==> config.mk <==
export PLATFORM = sky130hd
export DESIGN_NAME = return_and_nop_execution
export DESIGN_NICKNAME = d
export VERILOG_FILES = /design/src/core/retexec_pkg.sv /design/src/core/opc_if.sv /design/src/core/opc_decode.sv /design/src/core/return_and_nop_execution.sv
export VERILOG_INCLUDE_DIRS = /design/src /design/src/core
export SDC_FILE = /design/constraint.sdc
export NUM_CORES = 1
export LEC_CHECK = 0
export BUFFER_PORTS_ARGS = -buffer_cell sky130_fd_sc_hd__buf_2
export CELL_PAD_IN_SITES_DETAIL_PLACEMENT = 0
export CELL_PAD_IN_SITES_GLOBAL_PLACEMENT = 1
export CORE_AREA = 2 2 67 69
export CTS_BUF_LIST = sky130_fd_sc_hd__clkbuf_8
export CTS_CLUSTER_DIAMETER = 200
export CTS_CLUSTER_SIZE = 25
export DETAILED_ROUTE_END_ITERATION = 6
export DIE_AREA = 0 0 69 71
export PLACE_DENSITY = 0.94
export SLEW_MARGIN = 20
export SYNTH_ARGS = -nofsm -noshare
export SYNTH_HDL_FRONTEND = slang
export SYNTH_SLANG_ARGS = --single-unit
==> constraint.sdc <==
create_clock -name core_clk -period 4.51 [get_ports core_clk]
set_input_delay 0.451 -clock core_clk [delete_from_list [all_inputs] [get_ports core_clk]]
set_output_delay 0.451 -clock core_clk [all_outputs]
set_load 0.05 [all_outputs]
==> src/core/retexec_cfg.svh <==
// constants for the return and no-operation execution block
// assumes a 14-bit instruction word and a 13-bit program counter
`ifndef RETEXEC_CFG_SVH
`define RETEXEC_CFG_SVH
`define OPC_NOP_MASK 14'h3F9F
`define OPC_NOP_VAL 14'h0000
`define OPC_RETFI 14'h0009
`define OPC_RET 14'h0008
`define OPC_RETLIT_MASK 14'h3C00
`define OPC_RETLIT_VAL 14'h3400
`define LIT_LSB 0
`define LIT_MSB 7
`define PC_RESET 13'h0000
`define W_RESET 8'h00
`define PC_STEP 13'h0001
`define INT_EN_RESET 1'h0
`define INT_EN_SET 1'h1
`define STATUS_RESET 8'h00
`endif

==> src/core/retexec_pkg.sv <==
// types for the return and no-operation execution block
// assumes the includer supplies nothing else
package retexec_pkg;
   // one-hot sequencer states
   typedef enum logic [1:0] {
      st_exec = 2'b01, // first cycle of an instruction
      st_flush = 2'b10 // second cycle of a return
   } seq_t;
   typedef logic [12:0] pc_t; // program counter width
endpackage : retexec_pkg

==> src/core/opc_if.sv <==
// carrier between execution top and decoder
// assumes one clock domain shared by both ends
`timescale 1ns/1ps
interface opc_if;
   logic [13:0] insn; // instruction word
   logic is_nop; // no-operation decoded
   logic is_retfi; // return from interrupt
   logic is_ret; // plain return
   logic is_retlit; // return with literal
   modport dec (input insn, output is_nop, is_retfi, is_ret, is_retlit);
   modport exe (output insn, input is_nop, is_retfi, is_ret, is_retlit);
endinterface : opc_if

==> src/core/opc_decode.sv <==
// opcode decoder for the four instructions
// assumes a stable instruction word in the same cycle
`timescale 1ns/1ps
`include "retexec_cfg.svh"
module opc_decode (
   opc_if.dec bus
);
   // ***********************
   // decode
   // ***********************
   assign bus.is_nop = (bus.insn & `OPC_NOP_MASK) == `OPC_NOP_VAL;
   assign bus.is_retfi = bus.insn == `OPC_RETFI;
   assign bus.is_ret = bus.insn == `OPC_RET;
   assign bus.is_retlit = (bus.insn & `OPC_RETLIT_MASK) == `OPC_RETLIT_VAL;
endmodule : opc_decode

==> src/core/return_and_nop_execution.sv <==
// execution of no-operation and of the three return instructions
// assumes the core pops its return stack whenever pop is high
// assumes the core holds off its own fetch while busy is high
// assumes the status flags belong to the core, this block only mirrors them
`timescale 1ns/1ps
`include "retexec_cfg.svh"
module return_and_nop_execution (
   input wire logic core_clk,
   input wire logic srst,
   input wire logic [13:0] insn, // instruction in execute
   input wire logic insn_valid, // instruction present
   input wire retexec_pkg::pc_t top_of_stack, // current stack top
   input wire logic [7:0] status_in, // flags from core
   output logic pop, // stack pop strobe
   output retexec_pkg::pc_t pc_q, // program counter
   output logic [7:0] w_q, // working register
   output logic global_interrupt_enable_q, // interrupt enable bit
   output logic [7:0] status_q, // status flags held
   output logic busy // second cycle in progress
);
   import retexec_pkg::*;
   // carrier to the opcode decoder
   opc_if ob();
   // sequencer state and its next value
   seq_t st_q;
   seq_t st_d;
   // ***********************
   // decoder
   // ***********************
   // the decoder is pure logic, so the decode is ready in the cycle the word arrives
   opc_decode u_dec (
      .bus(ob.dec)
   );
   // word under execution goes straight to the decoder
   assign ob.insn = insn;
   // a word is taken only in the first slot
   // a word offered in the dead slot is dropped, and no port shows it
   wire logic exec = insn_valid && (st_q == st_exec); // taking new insn
   // any of the three returns
   wire logic any_ret = ob.is_ret || ob.is_retfi || ob.is_retlit;
   // same pop for the other returns
   // pop is combinational so the core sees it in the cycle the return is taken
   assign pop = exec && any_ret;
   // busy marks the dead second slot of a return
   assign busy = st_q == st_flush;
   // ***********************
   // sequencer
   // ***********************
   // second cycle for returns
   // the popped address reaches pc at the end of the first slot; the second
   // slot stands for the prefetched word that the jump throws away
   always_comb begin
      // hold by default
      st_d = st_q;
      unique case (st_q)
         st_exec: begin
            // a taken return opens the dead slot
            if (pop) begin
               st_d = st_flush;
            end
         end
         st_flush: begin
            st_d = st_exec; // discarded fetch slot
         end
         default: begin
            st_d = st_exec; // illegal code recovers
         end
      endcase
   end
   // state register, sync reset
   always_ff @(posedge core_clk) begin
      if (srst) begin
         // reset lands in the first slot, ready for a word
         st_q <= st_exec;
      end else begin
         st_q <= st_d;
      end
   end
   // ***********************
   // datapath
   // ***********************
   // pc from stack on return, else step
   // same load for the other returns
   // the step wraps at the top of program memory, as a plain counter does
   wire pc_t pc_d = pop ? top_of_stack : (pc_q + `PC_STEP);
   // program counter, moves only when a word is taken
   always_ff @(posedge core_clk) begin
      if (srst) begin
         pc_q <= `PC_RESET;
      end else if (exec) begin
         pc_q <= pc_d;
      end
   end
   // literal into working register
   // literal field of the word under execution
   wire logic [7:0] lit = insn[`LIT_MSB:`LIT_LSB];
   // working register, written here only by the literal return
   always_ff @(posedge core_clk) begin
      if (srst) begin
         w_q <= `W_RESET;
      end else if (exec && ob.is_retlit) begin
         w_q <= lit;
      end
   end
   // interrupt enable set on return from interrupt only
   // limitation: there is no clear input, so the bit falls only at reset;
   // clearing on interrupt entry is left to the core around this block
   always_ff @(posedge core_clk) begin
      if (srst) begin
         global_interrupt_enable_q <= `INT_EN_RESET;
      end else if (exec && ob.is_retfi) begin
         global_interrupt_enable_q <= `INT_EN_SET;
      end
   end
   // flags tracked, never changed here
   // a plain copy keeps every flag as the core left it, returns included;
   // the price is one cycle of lag behind the core's own flags
   always_ff @(posedge core_clk) begin
      if (srst) begin
         status_q <= `STATUS_RESET;
      end else begin
         status_q <= status_in;
      end
   end
endmodule : return_and_nop_execution

* Word-level counts from Yosys, hierarchy flattened
Index checks and enable logic that the tools add are counted.
** Storage, ports and cells
- Bits of input ports :: 38
- Register bits :: 32
- Word-level logic and storage cells :: 20
- Output and inout port bits :: 32
** Cells by class
- Reduce and logical (&&, ||, !) cells :: 7
- Add/sub/neg operators :: 1
- Equal/unequal tests :: 5
- Multiplexer cells :: 1
- Bitwise logic cells :: 1
** Operators by type and width (number)
- 14-bit by 4-bit equality test with 1-bit output (second input constant) :: 2
- 13-bit by 1-bit adder with 13-bit output (second input constant) :: 1
- 13-bit 2-to-1 mux :: 1
- 4-bit equality test (second input constant) :: 1
- 1-bit logical AND :: 4
- 2-bit by 1-bit equality test with 1-bit output (second input constant) :: 1
- 2-bit equality test (second input constant) :: 1
- 1-bit logical OR :: 2
- 2-bit OR reduction :: 1
- 1-bit inverter :: 1

* Depth between registers and ports, before layout
Gate-level depths: netlist of the first run.
- Depth after elaboration :: 5
- Depth in mapped cells :: 6
- Depth with buffers taken out :: 6

* By module
From an unflattened synthesis of the first run, not the netlist that was laid out.
** Unflattened totals
- Cell total of the unflattened synthesis :: 169
- Area total of the unflattened synthesis :: 1450.1 um2
** By module, submodules not included
- return_and_nop_execution :: cells each 159, seq. area each 640.6 um2, area each 1363.8 um2, instances 1
- opc_decode :: cells each 10, seq. area each 0.0 um2, area each 86.3 um2, instances 1

* Worst setup path after synthesis of the first run
No wires, ideal clock.
- Kind :: input to output
- Start point :: input insn[9]
- End point :: output pop
- Required time :: 4.059 ns
- Setup slack :: 2.053 ns
- Stages :: 3
- Arrival time :: 2.006 ns
- Cell sequence :: or4_4 -> o41ai_4 -> and2_1
** Between the ends
- Word-level cells in the longest chain between the ends :: 4
- Elaborated cells on any way between the ends :: 5
- Classes of those cells :: eq/ne: 2; reduce/logical: 3
** RTL lines
- from (decl) :: line return_and_nop_execution.sv:10 : input wire logic [13:0] insn,
- 14-bit by 4-bit equality test with 1-bit output (no source line)
- 1-bit logical OR (*) (2 in series) :: line return_and_nop_execution.sv:40 : wire logic any_ret = ob.is_ret || ob.is_retfi || ob.is_retlit;
- 1-bit logical AND (*) :: line return_and_nop_execution.sv:43 : assign pop = exec && any_ret;
- to (decl) :: line return_and_nop_execution.sv:14 : output logic pop,
Mark *: on every way between the ends. The rest lies on a longest branch, timed or not.

* Worst setup path after layout of the first run
Same ends and word-level chain as after synthesis.

==> results of run 1 <==
==> worst register-to-register path, delay by kind of cell (launching register included) <==
| family | cells | cell delay, ns |
|---|---|---|
| and+or+nand+nor | 4 | 1.19 |
| DFF | 1 | 0.32 |
| muxes | 1 | 0.27 |
==> power by group through the flow <==
stage	logic [mW]	clock network, mW	registers [mW]
final	0.0845	0.264	0.296
after floorplan	0.0285	0	0.329
after global placement	0.0839	0	0.302
after detailed placement	0.0850	0	0.302
after global routing	0.0915	0.287	0.297
after CTS	0.0852	0.277	0.296
==> final timing paths <==
kind | endpoint | slack [ns] | cells past startpoint
setup / recovery | pop | 1.67 | 5
hold / removal | status_q[5]$_SDFF_PP0_ | 0.38 | 2
setup reg to reg | w_q[0]$_SDFFE_PP0P_ | 2.60 | 5
hold reg to reg | global_interrupt_enable_q$_SDFFE_PP0P_ | 0.47 | 2
==> cells by family after synthesis <==
logic type                 after synthesis  synth area share
buffers and inverters                   11           0.04103
muxes                                   10           0.06784
DFF                                     32            0.4288
and+or+nand+nor                         74            0.2814
AOI/OAI and AO/OA                       39            0.1725
adders and majority gates                1          0.008374
==> per-stage QoR <==
stage,area (um^2),cells,hold slack [ns],utilization
global placement,1862,281,0.4446,0.4429
global route,1969,289,0.3723,0.4685
detailed placement,1862,281,0.4614,0.4429
floorplan,1494,167,0.5686,-
finish,1969,289,0.3774,0.4685
CTS,1969,289,0.3631,0.4685
==> cell usage after synthesis (all sizes together), types with 2 or more instances <==
cell and n:
clkbuf 4, a31oi 4, inv 3, nor2 18, nand2 6, and3 4
nor3b 2, nand3 4, dfxtp 32, o32ai 4, buf 4, nor4 4
mux2i 9, a22oi 3, o21ai 15, nand4 3, a21oi 10, or4 2
nor2b 11, nor3 6, and2 7
==> final cells by class <==
type                    count  area (um^2)
clock inverters             3        38.79
fillers                   435         2235
inverters                   3        11.26
repair buffers             70        352.8
clock buffers               5        68.82
flip-flops and latches     32        640.6
multi-input cells         124        792.0
well taps                  52        65.06
==> cell usage in the layout, fill, tap and decap left out <==
| cell type | instances |
|---|---|
| sky130_fd_sc_hd__a211oi_2 | 1 |
| sky130_fd_sc_hd__a21oi_1 | 10 |
| sky130_fd_sc_hd__a22oi_1 | 3 |
| sky130_fd_sc_hd__a31oi_1 | 4 |
| sky130_fd_sc_hd__and2_1 | 7 |
| sky130_fd_sc_hd__and2b_1 | 1 |
| sky130_fd_sc_hd__and3_1 | 4 |
| sky130_fd_sc_hd__buf_2 | 69 |
| sky130_fd_sc_hd__buf_4 | 1 |
| sky130_fd_sc_hd__bufinv_16 | 1 |
| sky130_fd_sc_hd__clkbuf_8 | 5 |
| sky130_fd_sc_hd__clkinv_2 | 1 |
| sky130_fd_sc_hd__dfxtp_1 | 32 |
| sky130_fd_sc_hd__ha_1 | 1 |
| sky130_fd_sc_hd__inv_1 | 4 |
| sky130_fd_sc_hd__mux2_2 | 1 |
| sky130_fd_sc_hd__mux2i_1 | 9 |
| sky130_fd_sc_hd__nand2_1 | 6 |
| sky130_fd_sc_hd__nand3_1 | 4 |
| sky130_fd_sc_hd__nand3b_1 | 1 |
| sky130_fd_sc_hd__nand4_1 | 3 |
| sky130_fd_sc_hd__nand4b_1 | 1 |
| sky130_fd_sc_hd__nor2_1 | 18 |
| sky130_fd_sc_hd__nor2b_1 | 11 |
| sky130_fd_sc_hd__nor3_1 | 5 |
| sky130_fd_sc_hd__nor3_2 | 1 |
| sky130_fd_sc_hd__nor3b_1 | 2 |
| sky130_fd_sc_hd__nor4_1 | 4 |
| sky130_fd_sc_hd__nor4bb_1 | 1 |
| sky130_fd_sc_hd__o21ai_0 | 13 |
| sky130_fd_sc_hd__o21ai_1 | 2 |
| sky130_fd_sc_hd__o21ba_2 | 1 |
| sky130_fd_sc_hd__o32ai_1 | 4 |
| sky130_fd_sc_hd__o41ai_4 | 1 |
| sky130_fd_sc_hd__or2_2 | 1 |
| sky130_fd_sc_hd__or3_1 | 1 |
| sky130_fd_sc_hd__or4_1 | 1 |
| sky130_fd_sc_hd__or4_4 | 1 |
| sky130_fd_sc_hd__or4b_4 | 1 |
==> layer usage <==
metal / global-route usage / routed length, um / part of all wire
met3: 0.05556 / 256 / 0.070
met5: 0 / 0 / 0
met1: 0.1949 / 1688 / 0.46
met2: 0.2222 / 1655 / 0.45
met4: 0.06318 / 61 / 0.017
==> state kept, by name, summed over array words and instances (netlist names) <==
signal	cells
global_interrupt_enable_q	1
pc_q	13
st_q	2
status_q	8
w_q	8
==> flow_summary.rst, run 1 <==
.. list-table::
   :header-rows: 1

   * - Metric
     - Value
   * - Count of instances resized after the clock tree is built
     - 0
   * - Predominant post-synthesis flop cell
     - sky130_fd_sc_hd__dfxtp_1
   * - Cell type with the largest total area after synthesis
     - sky130_fd_sc_hd__dfxtp_1
   * - Antenna violations before repair
     - 0
   * - Highest cell delay on the worst timing path
     - 0.74 ns
   * - Total routing resource utilization after global routing
     - 0.1492
   * - Pwr dens
     - 327.1 nW/um^2
   * - Average wire per cell in the routed design
     - 12.67 um
   * - Number of distinct library cells after synthesis
     - 38
   * - Share of layout cells above drive strength 1
     - 0.3586
   * - Final total power
     - 0.6441 mW
   * - Outcome
     - finished, final reports clean
   * - Area of the placeable core
     - 4204 um^2
   * - Power Internal
     - a little under 0.5 mW
   * - Data arrival time of the critical path
     - around 2.4 ns
   * - Mean number of vias per cell
     - 5.100
   * - Worst rel slew slack
     - 0.4346
   * - Count of yosys warnings during synthesis
     - 0
   * - Clock tree from TritonCTS
     - done
   * - Class of the most critical hold timing path
     - input port to flip-flop
   * - Capturing element type of the critical path
     - primary output
   * - Clock skew after layout
     - between 0.001 and 0.0015 ns
   * - Input/output buffers
     - 69
   * - Post-Syn Nets
     - 206
   * - Sw Share
     - 0.2535
   * - Power share of the combinational group
     - 0.131
   * - Area growth from synthesis to layout
     - 31.83%
   * - Static leakage
     - between 0.8 and 0.9 nW
   * - Series of cell instances along the critical path
     - buf_2 > or4_4 > o41ai_4 > and2_1 > buf_2
   * - Timing startpoint of the critical path
     - insn[9]
   * - Share of Yosys cell area claimed by the top area cell type
     - 0.4288
   * - Final number of max-transition violations
     - 0
   * - Most Frequent Cell on Critical Path
     - sky130_fd_sc_hd__buf_2
   * - Overall die height
     - 71 um
   * - Hold path startpoint
     - status_in[5]
   * - Post-DP HPWL
     - 2667 um
   * - Number of standard cells after synthesis
     - 167
   * - DRC violation count after routing
     - 0
   * - DRC violation total after the first TritonRoute iteration
     - 50
   * - Clock sinks
     - 32
   * - Number of buffers inserted by hold repair at cts
     - 0
   * - Deepest clock path buffer count
     - 2
   * - Effective utilization at floorplan
     - 0.3554
   * - Final-report setup violation count
     - 0
   * - Die X-Extent
     - 69 um
   * - Net Switching
     - roughly 0.16 mW
   * - Pre-CTS setup slack
     - 1.612 ns
   * - Total Negative Setup Slacks
     - 0 ns
   * - Highest Clock Rate
     - 0.3519 GHz
   * - Area contributors post-synth
     - sky130_fd_sc_hd__dfxtp_1 (43%), sky130_fd_sc_hd__mux2i_1 (6.0%), sky130_fd_sc_hd__nor2b_1 (4.6%)
   * - Critical path class
     - input port to primary output
   * - Clock root cell
     - sky130_fd_sc_hd__clkbuf_8
   * - Actual transition at the worst max-transition pin
     - 0.8450 ns
   * - Family with the most delay on the worst path
     - simple AND/OR/NAND/NOR gates
   * - # IOs
     - 70
   * - Length of the first detailed-routing pass in iterations
     - 4
   * - Synthesized cell area
     - 1494 um^2
   * - Number of buffers inserted to repair setup after CTS
     - 0
   * - Buffers and inverters on the worst path
     - 2
   * - First-pass GRT wire length
     - just under 6000 um
   * - Min cycle time layout
     - between 2 and 3 ns
   * - Routability Congestion
     - 0.8468
   * - Hold violation total from the final report
     - 0
   * - Final antenna diode count
     - 0
   * - Vias in the first global route
     - 1,297
   * - Average footprint of a synthesized cell
     - 8.946 um^2
   * - Final setup slack of the worst path
     - 1.668 ns
   * - Rows
     - 24
   * - Reg power frac
     - 0.460
   * - Layout net count
     - around 280
   * - Post-detailed-routing wire length
     - 3662 um
   * - TritonCTS Buffers
     - 5
   * - Post-synth ARST share
     - 0
   * - Worst-case vdd ir drop
     - approximately 140 uV
   * - H-tree depth reported by CTS
     - 2
   * - Share of the yosys chip area belonging to registers
     - 0.4288
   * - Detailed-route via count
     - between 1,000 and 1,500
   * - Max capacitance violation total
     - 0
   * - Clock group share of total power
     - 0.409
   * - Final period util
     - 0.6302
   * - Kind of start point of the critical path
     - input port
   * - Setup repair after global routing missed its margin
     - false
   * - Worst r2r src
     - st_q[0]$_SDFFE_PP1P_
   * - Clock transition at the registers of the reported paths
     - 0.06 ns
   * - Worst skew pair latency
     - 0.28 ns
   * - Final ANT Viol Nets
     - 0
   * - Required time at the worst-slack endpoint
     - 4.06 ns
   * - FF+latch count, synth
     - 32
   * - Slowest-stage cell, CP
     - sky130_fd_sc_hd__o41ai_4
   * - CP Max Fanout
     - 16
   * - Post-synth EDFFs
     - 0
   * - Full die area
     - ~5000 um^2
   * - Leftover overflow at the end of global routing
     - 0
   * - Pin count of the biggest net entering global routing
     - 33
Note: power is estimated with default switching activity, not from simulation.
==> run 2: changes to the inputs <==
--- a/config.mk
+++ b/config.mk
@@ -9,13 +9,13 @@
 export BUFFER_PORTS_ARGS = -buffer_cell sky130_fd_sc_hd__buf_2
 export CELL_PAD_IN_SITES_DETAIL_PLACEMENT = 0
 export CELL_PAD_IN_SITES_GLOBAL_PLACEMENT = 1
-export CORE_AREA = 2 2 67 69
+export CORE_AREA = 2 2 73 75
 export CTS_BUF_LIST = sky130_fd_sc_hd__clkbuf_8
 export CTS_CLUSTER_DIAMETER = 200
 export CTS_CLUSTER_SIZE = 25
 export DETAILED_ROUTE_END_ITERATION = 6
-export DIE_AREA = 0 0 69 71
-export PLACE_DENSITY = 0.94
+export DIE_AREA = 0 0 75 77
+export PLACE_DENSITY = 0.85
 export SLEW_MARGIN = 20
 export SYNTH_ARGS = -nofsm -noshare
 export SYNTH_HDL_FRONTEND = slang
==> constraint.sdc (replaced) <==
create_clock -name core_clk -period 2.47 [get_ports core_clk]
set_input_delay 0.247 -clock core_clk [delete_from_list [all_inputs] [get_ports core_clk]]
set_output_delay 0.247 -clock core_clk [all_outputs]
set_load 0.05 [all_outputs]
==> run 2 against run 1 <==
Power increased by 92%. Clock skew rose by 0.0035 ns. Core utilization is 5.9 points lower. Largest power group unchanged. Flip-flop and latch count is the same.
==> flow_summary.rst, run 2 (same netlist as run 1, synthesis figures left out) <==
.. list-table::
   :header-rows: 1

   * - Metric
     - Value
   * - Final total power
     - 1.239 mW
   * - Final ANT Viol Nets
     - 0
   * - Count of instances resized after the clock tree is built
     - 0
   * - Rows
     - 26
   * - Placed cell areas
     - 1912 um^2
   * - Critical path class
     - input port to primary output
   * - First-pass GRT wire length
     - about 6000 um
   * - Total Negative Setup Slacks
     - 0 ns
   * - Pin count of the biggest net entering global routing
     - 35
   * - Average wire per cell in the routed design
     - roughly 12 um
   * - Mean number of vias per cell
     - 4.738
   * - Reg area
     - around 640 um^2
   * - Post-DP HPWL
     - 2648 um
   * - Clock root cell
     - sky130_fd_sc_hd__clkbuf_8
   * - Input/output buffers
     - about 70
   * - Multi-input gate area
     - a little under 800 um^2
   * - Detailed-route via count
     - 1,464
   * - DRC violation total after the first TritonRoute iteration
     - 63
   * - Hold violation total from the final report
     - 0
   * - Top Registers
     - pc_q: 13 flops, status_q: 8 flops, w_q: 8 flops
   * - Worst-case vdd ir drop
     - 223.6 uV
   * - Worst R2R Setup Slack
     - just under 0.9 ns
   * - Slowest-stage cell, CP
     - sky130_fd_sc_hd__or4_4
   * - Hold path startpoint
     - status_in[1]
   * - Outcome
     - finished, final reports clean
   * - Class of the most critical hold timing path
     - input port to flip-flop
   * - Layout net count
     - approximately 280
   * - TritonCTS Buffers
     - 5
   * - CP Max Fanout
     - 34
   * - Highest Clock Rate
     - 0.4459 GHz
   * - Final number of max-transition violations
     - 0
   * - Worst hold path endpoint
     - status_q[1]$_SDFF_PP0_
   * - Capturing element type of the critical path
     - primary output
   * - Area growth from synthesis to layout
     - 36.43%
   * - Vias in the first global route
     - 1,334
   * - H-tree depth reported by CTS
     - 2
   * - Effective utilization at floorplan
     - 0.3002
   * - Number of buffers inserted by hold repair at cts
     - 0
   * - # IOs
     - 70
   * - Total routing resource utilization after global routing
     - 0.1350
   * - Share of layout cells above drive strength 1
     - 0.3682
   * - Static leakage
     - 0.8910 nW
   * - Min cycle time layout
     - 2.242 ns
   * - Max capacitance violation total
     - 0
   * - Total of fill cells in the finished design
     - ~540
   * - Capture instance of the worst register-to-register path
     - pc_q[8]$_SDFFE_PP0P_
   * - Register ranked first by flip-flop count
     - pc_q
   * - Die X-Extent
     - 75 um
   * - Data arrival time of the critical path
     - around 2 ns
   * - Clock transition at the registers of the reported paths
     - roughly 0.060 ns
   * - Worst rel slew slack
     - 0.5918
   * - DRC violation count after routing
     - 0
   * - Full die area
     - around 5800 um^2
   * - Required time at the worst-slack endpoint
     - approximately 2.2 ns
   * - Number of buffers inserted to repair setup after CTS
     - 0
   * - Most common cell after layout, fill and taps aside
     - sky130_fd_sc_hd__buf_2
   * - Overall die height
     - 77 um
   * - Register-to-Register Path Depth
     - 6
   * - Final period util
     - 0.9079
   * - Worst skew pair latency
     - approximately 0.28 ns
   * - Actual transition at the worst max-transition pin
     - 0.6123 ns
   * - Post-detailed-routing wire length
     - 3719 um
   * - Kind of start point of the critical path
     - input port
   * - Final-report setup violation count
     - 0
   * - Area of the placeable core
     - 4977 um^2
   * - Clock tree from TritonCTS
     - done
   * - Setup repair after global routing missed its margin
     - false
   * - Highest cell delay on the worst timing path
     - 0.54 ns
   * - Pwr dens
     - ~610 nW/um^2
   * - Final antenna diode count
     - 0
   * - Worst r2r src
     - pc_q[0]$_SDFFE_PP0P_
   * - Routability Congestion
     - 0.7864
   * - Leftover overflow at the end of global routing
     - 0
   * - Most frequent cells in the layout
     - sky130_fd_sc_hd__buf_2 (69), sky130_fd_sc_hd__dfxtp_1 (32), sky130_fd_sc_hd__nor2_1 (18), sky130_fd_sc_hd__o21ai_0 (13), sky130_fd_sc_hd__nor2b_1 (11)
   * - Max reg flops
     - 13
   * - Hold Path Depth
     - 2
   * - Deepest clock path buffer count
     - 2
   * - Antenna violations before repair
     - 0
   * - Family with the most delay on the worst path
     - simple AND/OR/NAND/NOR gates
   * - Clock skew after layout
     - 0.004509 ns
   * - Buffers and inverters on the worst path
     - 3
   * - Most Frequent Cell on Critical Path
     - sky130_fd_sc_hd__buf_2
   * - Series of cell instances along the critical path
     - buf_2 > or4_4 > o41ai_4 > buf_12 > and2_1 > buf_2
   * - Length of the first detailed-routing pass in iterations
     - 4
   * - Clock sinks
     - 32
   * - Post-route standard cell area excluding fillers
     - 2038 um^2
run 2: final cells by class:
cell class              instances  share of cell area
well taps                      70             0.04297
clock buffers                   7             0.04727
inverters                       3            0.005525
repair buffers                 72              0.1866
clock inverters                 1             0.01473
flip-flops and latches         32              0.3143
multi-input cells             124              0.3886
run 2: per-stage QoR:
step	util	worst slack [ns]	hold WS, ns	std cells
2_1_floorplan	-	0.2840	0.3752	167
3_3_place_gp	0.3841	0.2410	0.4484	301
3_5_place_dp	0.3841	0.2284	0.4609	301
4_1_cts	0.4095	0.2290	0.1665	309
5_1_grt	0.4095	0.1656	0.1693	309
6_report	0.4095	0.2275	0.1771	309
run 2: worst reg2reg max path, delay by kind of cell (launching register included):
kind / cells / cell delay (ns)
and+or+nand+nor: 2 / 0.48
AOI/OAI and AO/OA: 3 / 0.35
adders and majority gates: 1 / 0.21
DFF: 1 / 0.42
run 2: how the worst max path moves through the flow:
| stage | start | end | cells past startpoint |
|---|---|---|---|
| after floorplan | insn[9] | pc_q[7]$_SDFFE_PP0P_ | 5 |
| after global placement | insn[9] | pc_q[3]$_SDFFE_PP0P_ | 7 |
| after detailed placement | insn[9] | pc_q[3]$_SDFFE_PP0P_ | 7 |
| after CTS | insn[9] | pop | 6 |
| after global routing | insn[9] | pop | 6 |
| final | insn[9] | pop | 6 |
run 2: per-layer routing:
metal | GRT usage | vias to the layer above | wire, um | share of wire
li1 | - | 750 | - | -
met5 | 0 | - | 0 | 0
met1 | 0.1906 | 652 | 1792 | 0.48
met3 | 0.04074 | 6 | 256 | 0.069
met4 | 0.03929 | 0 | 42 | 0.011
met2 | 0.1965 | 56 | 1626 | 0.44
run 2: report_power, final:
part / switching, mW / internal (mW) / total (mW)
sequential: 0.00980 / 0.530 / 0.540
combinational: 0.103 / 0.0553 / 0.158
clock: 0.185 / 0.356 / 0.540
total: 0.297 / 0.942 / 1.24
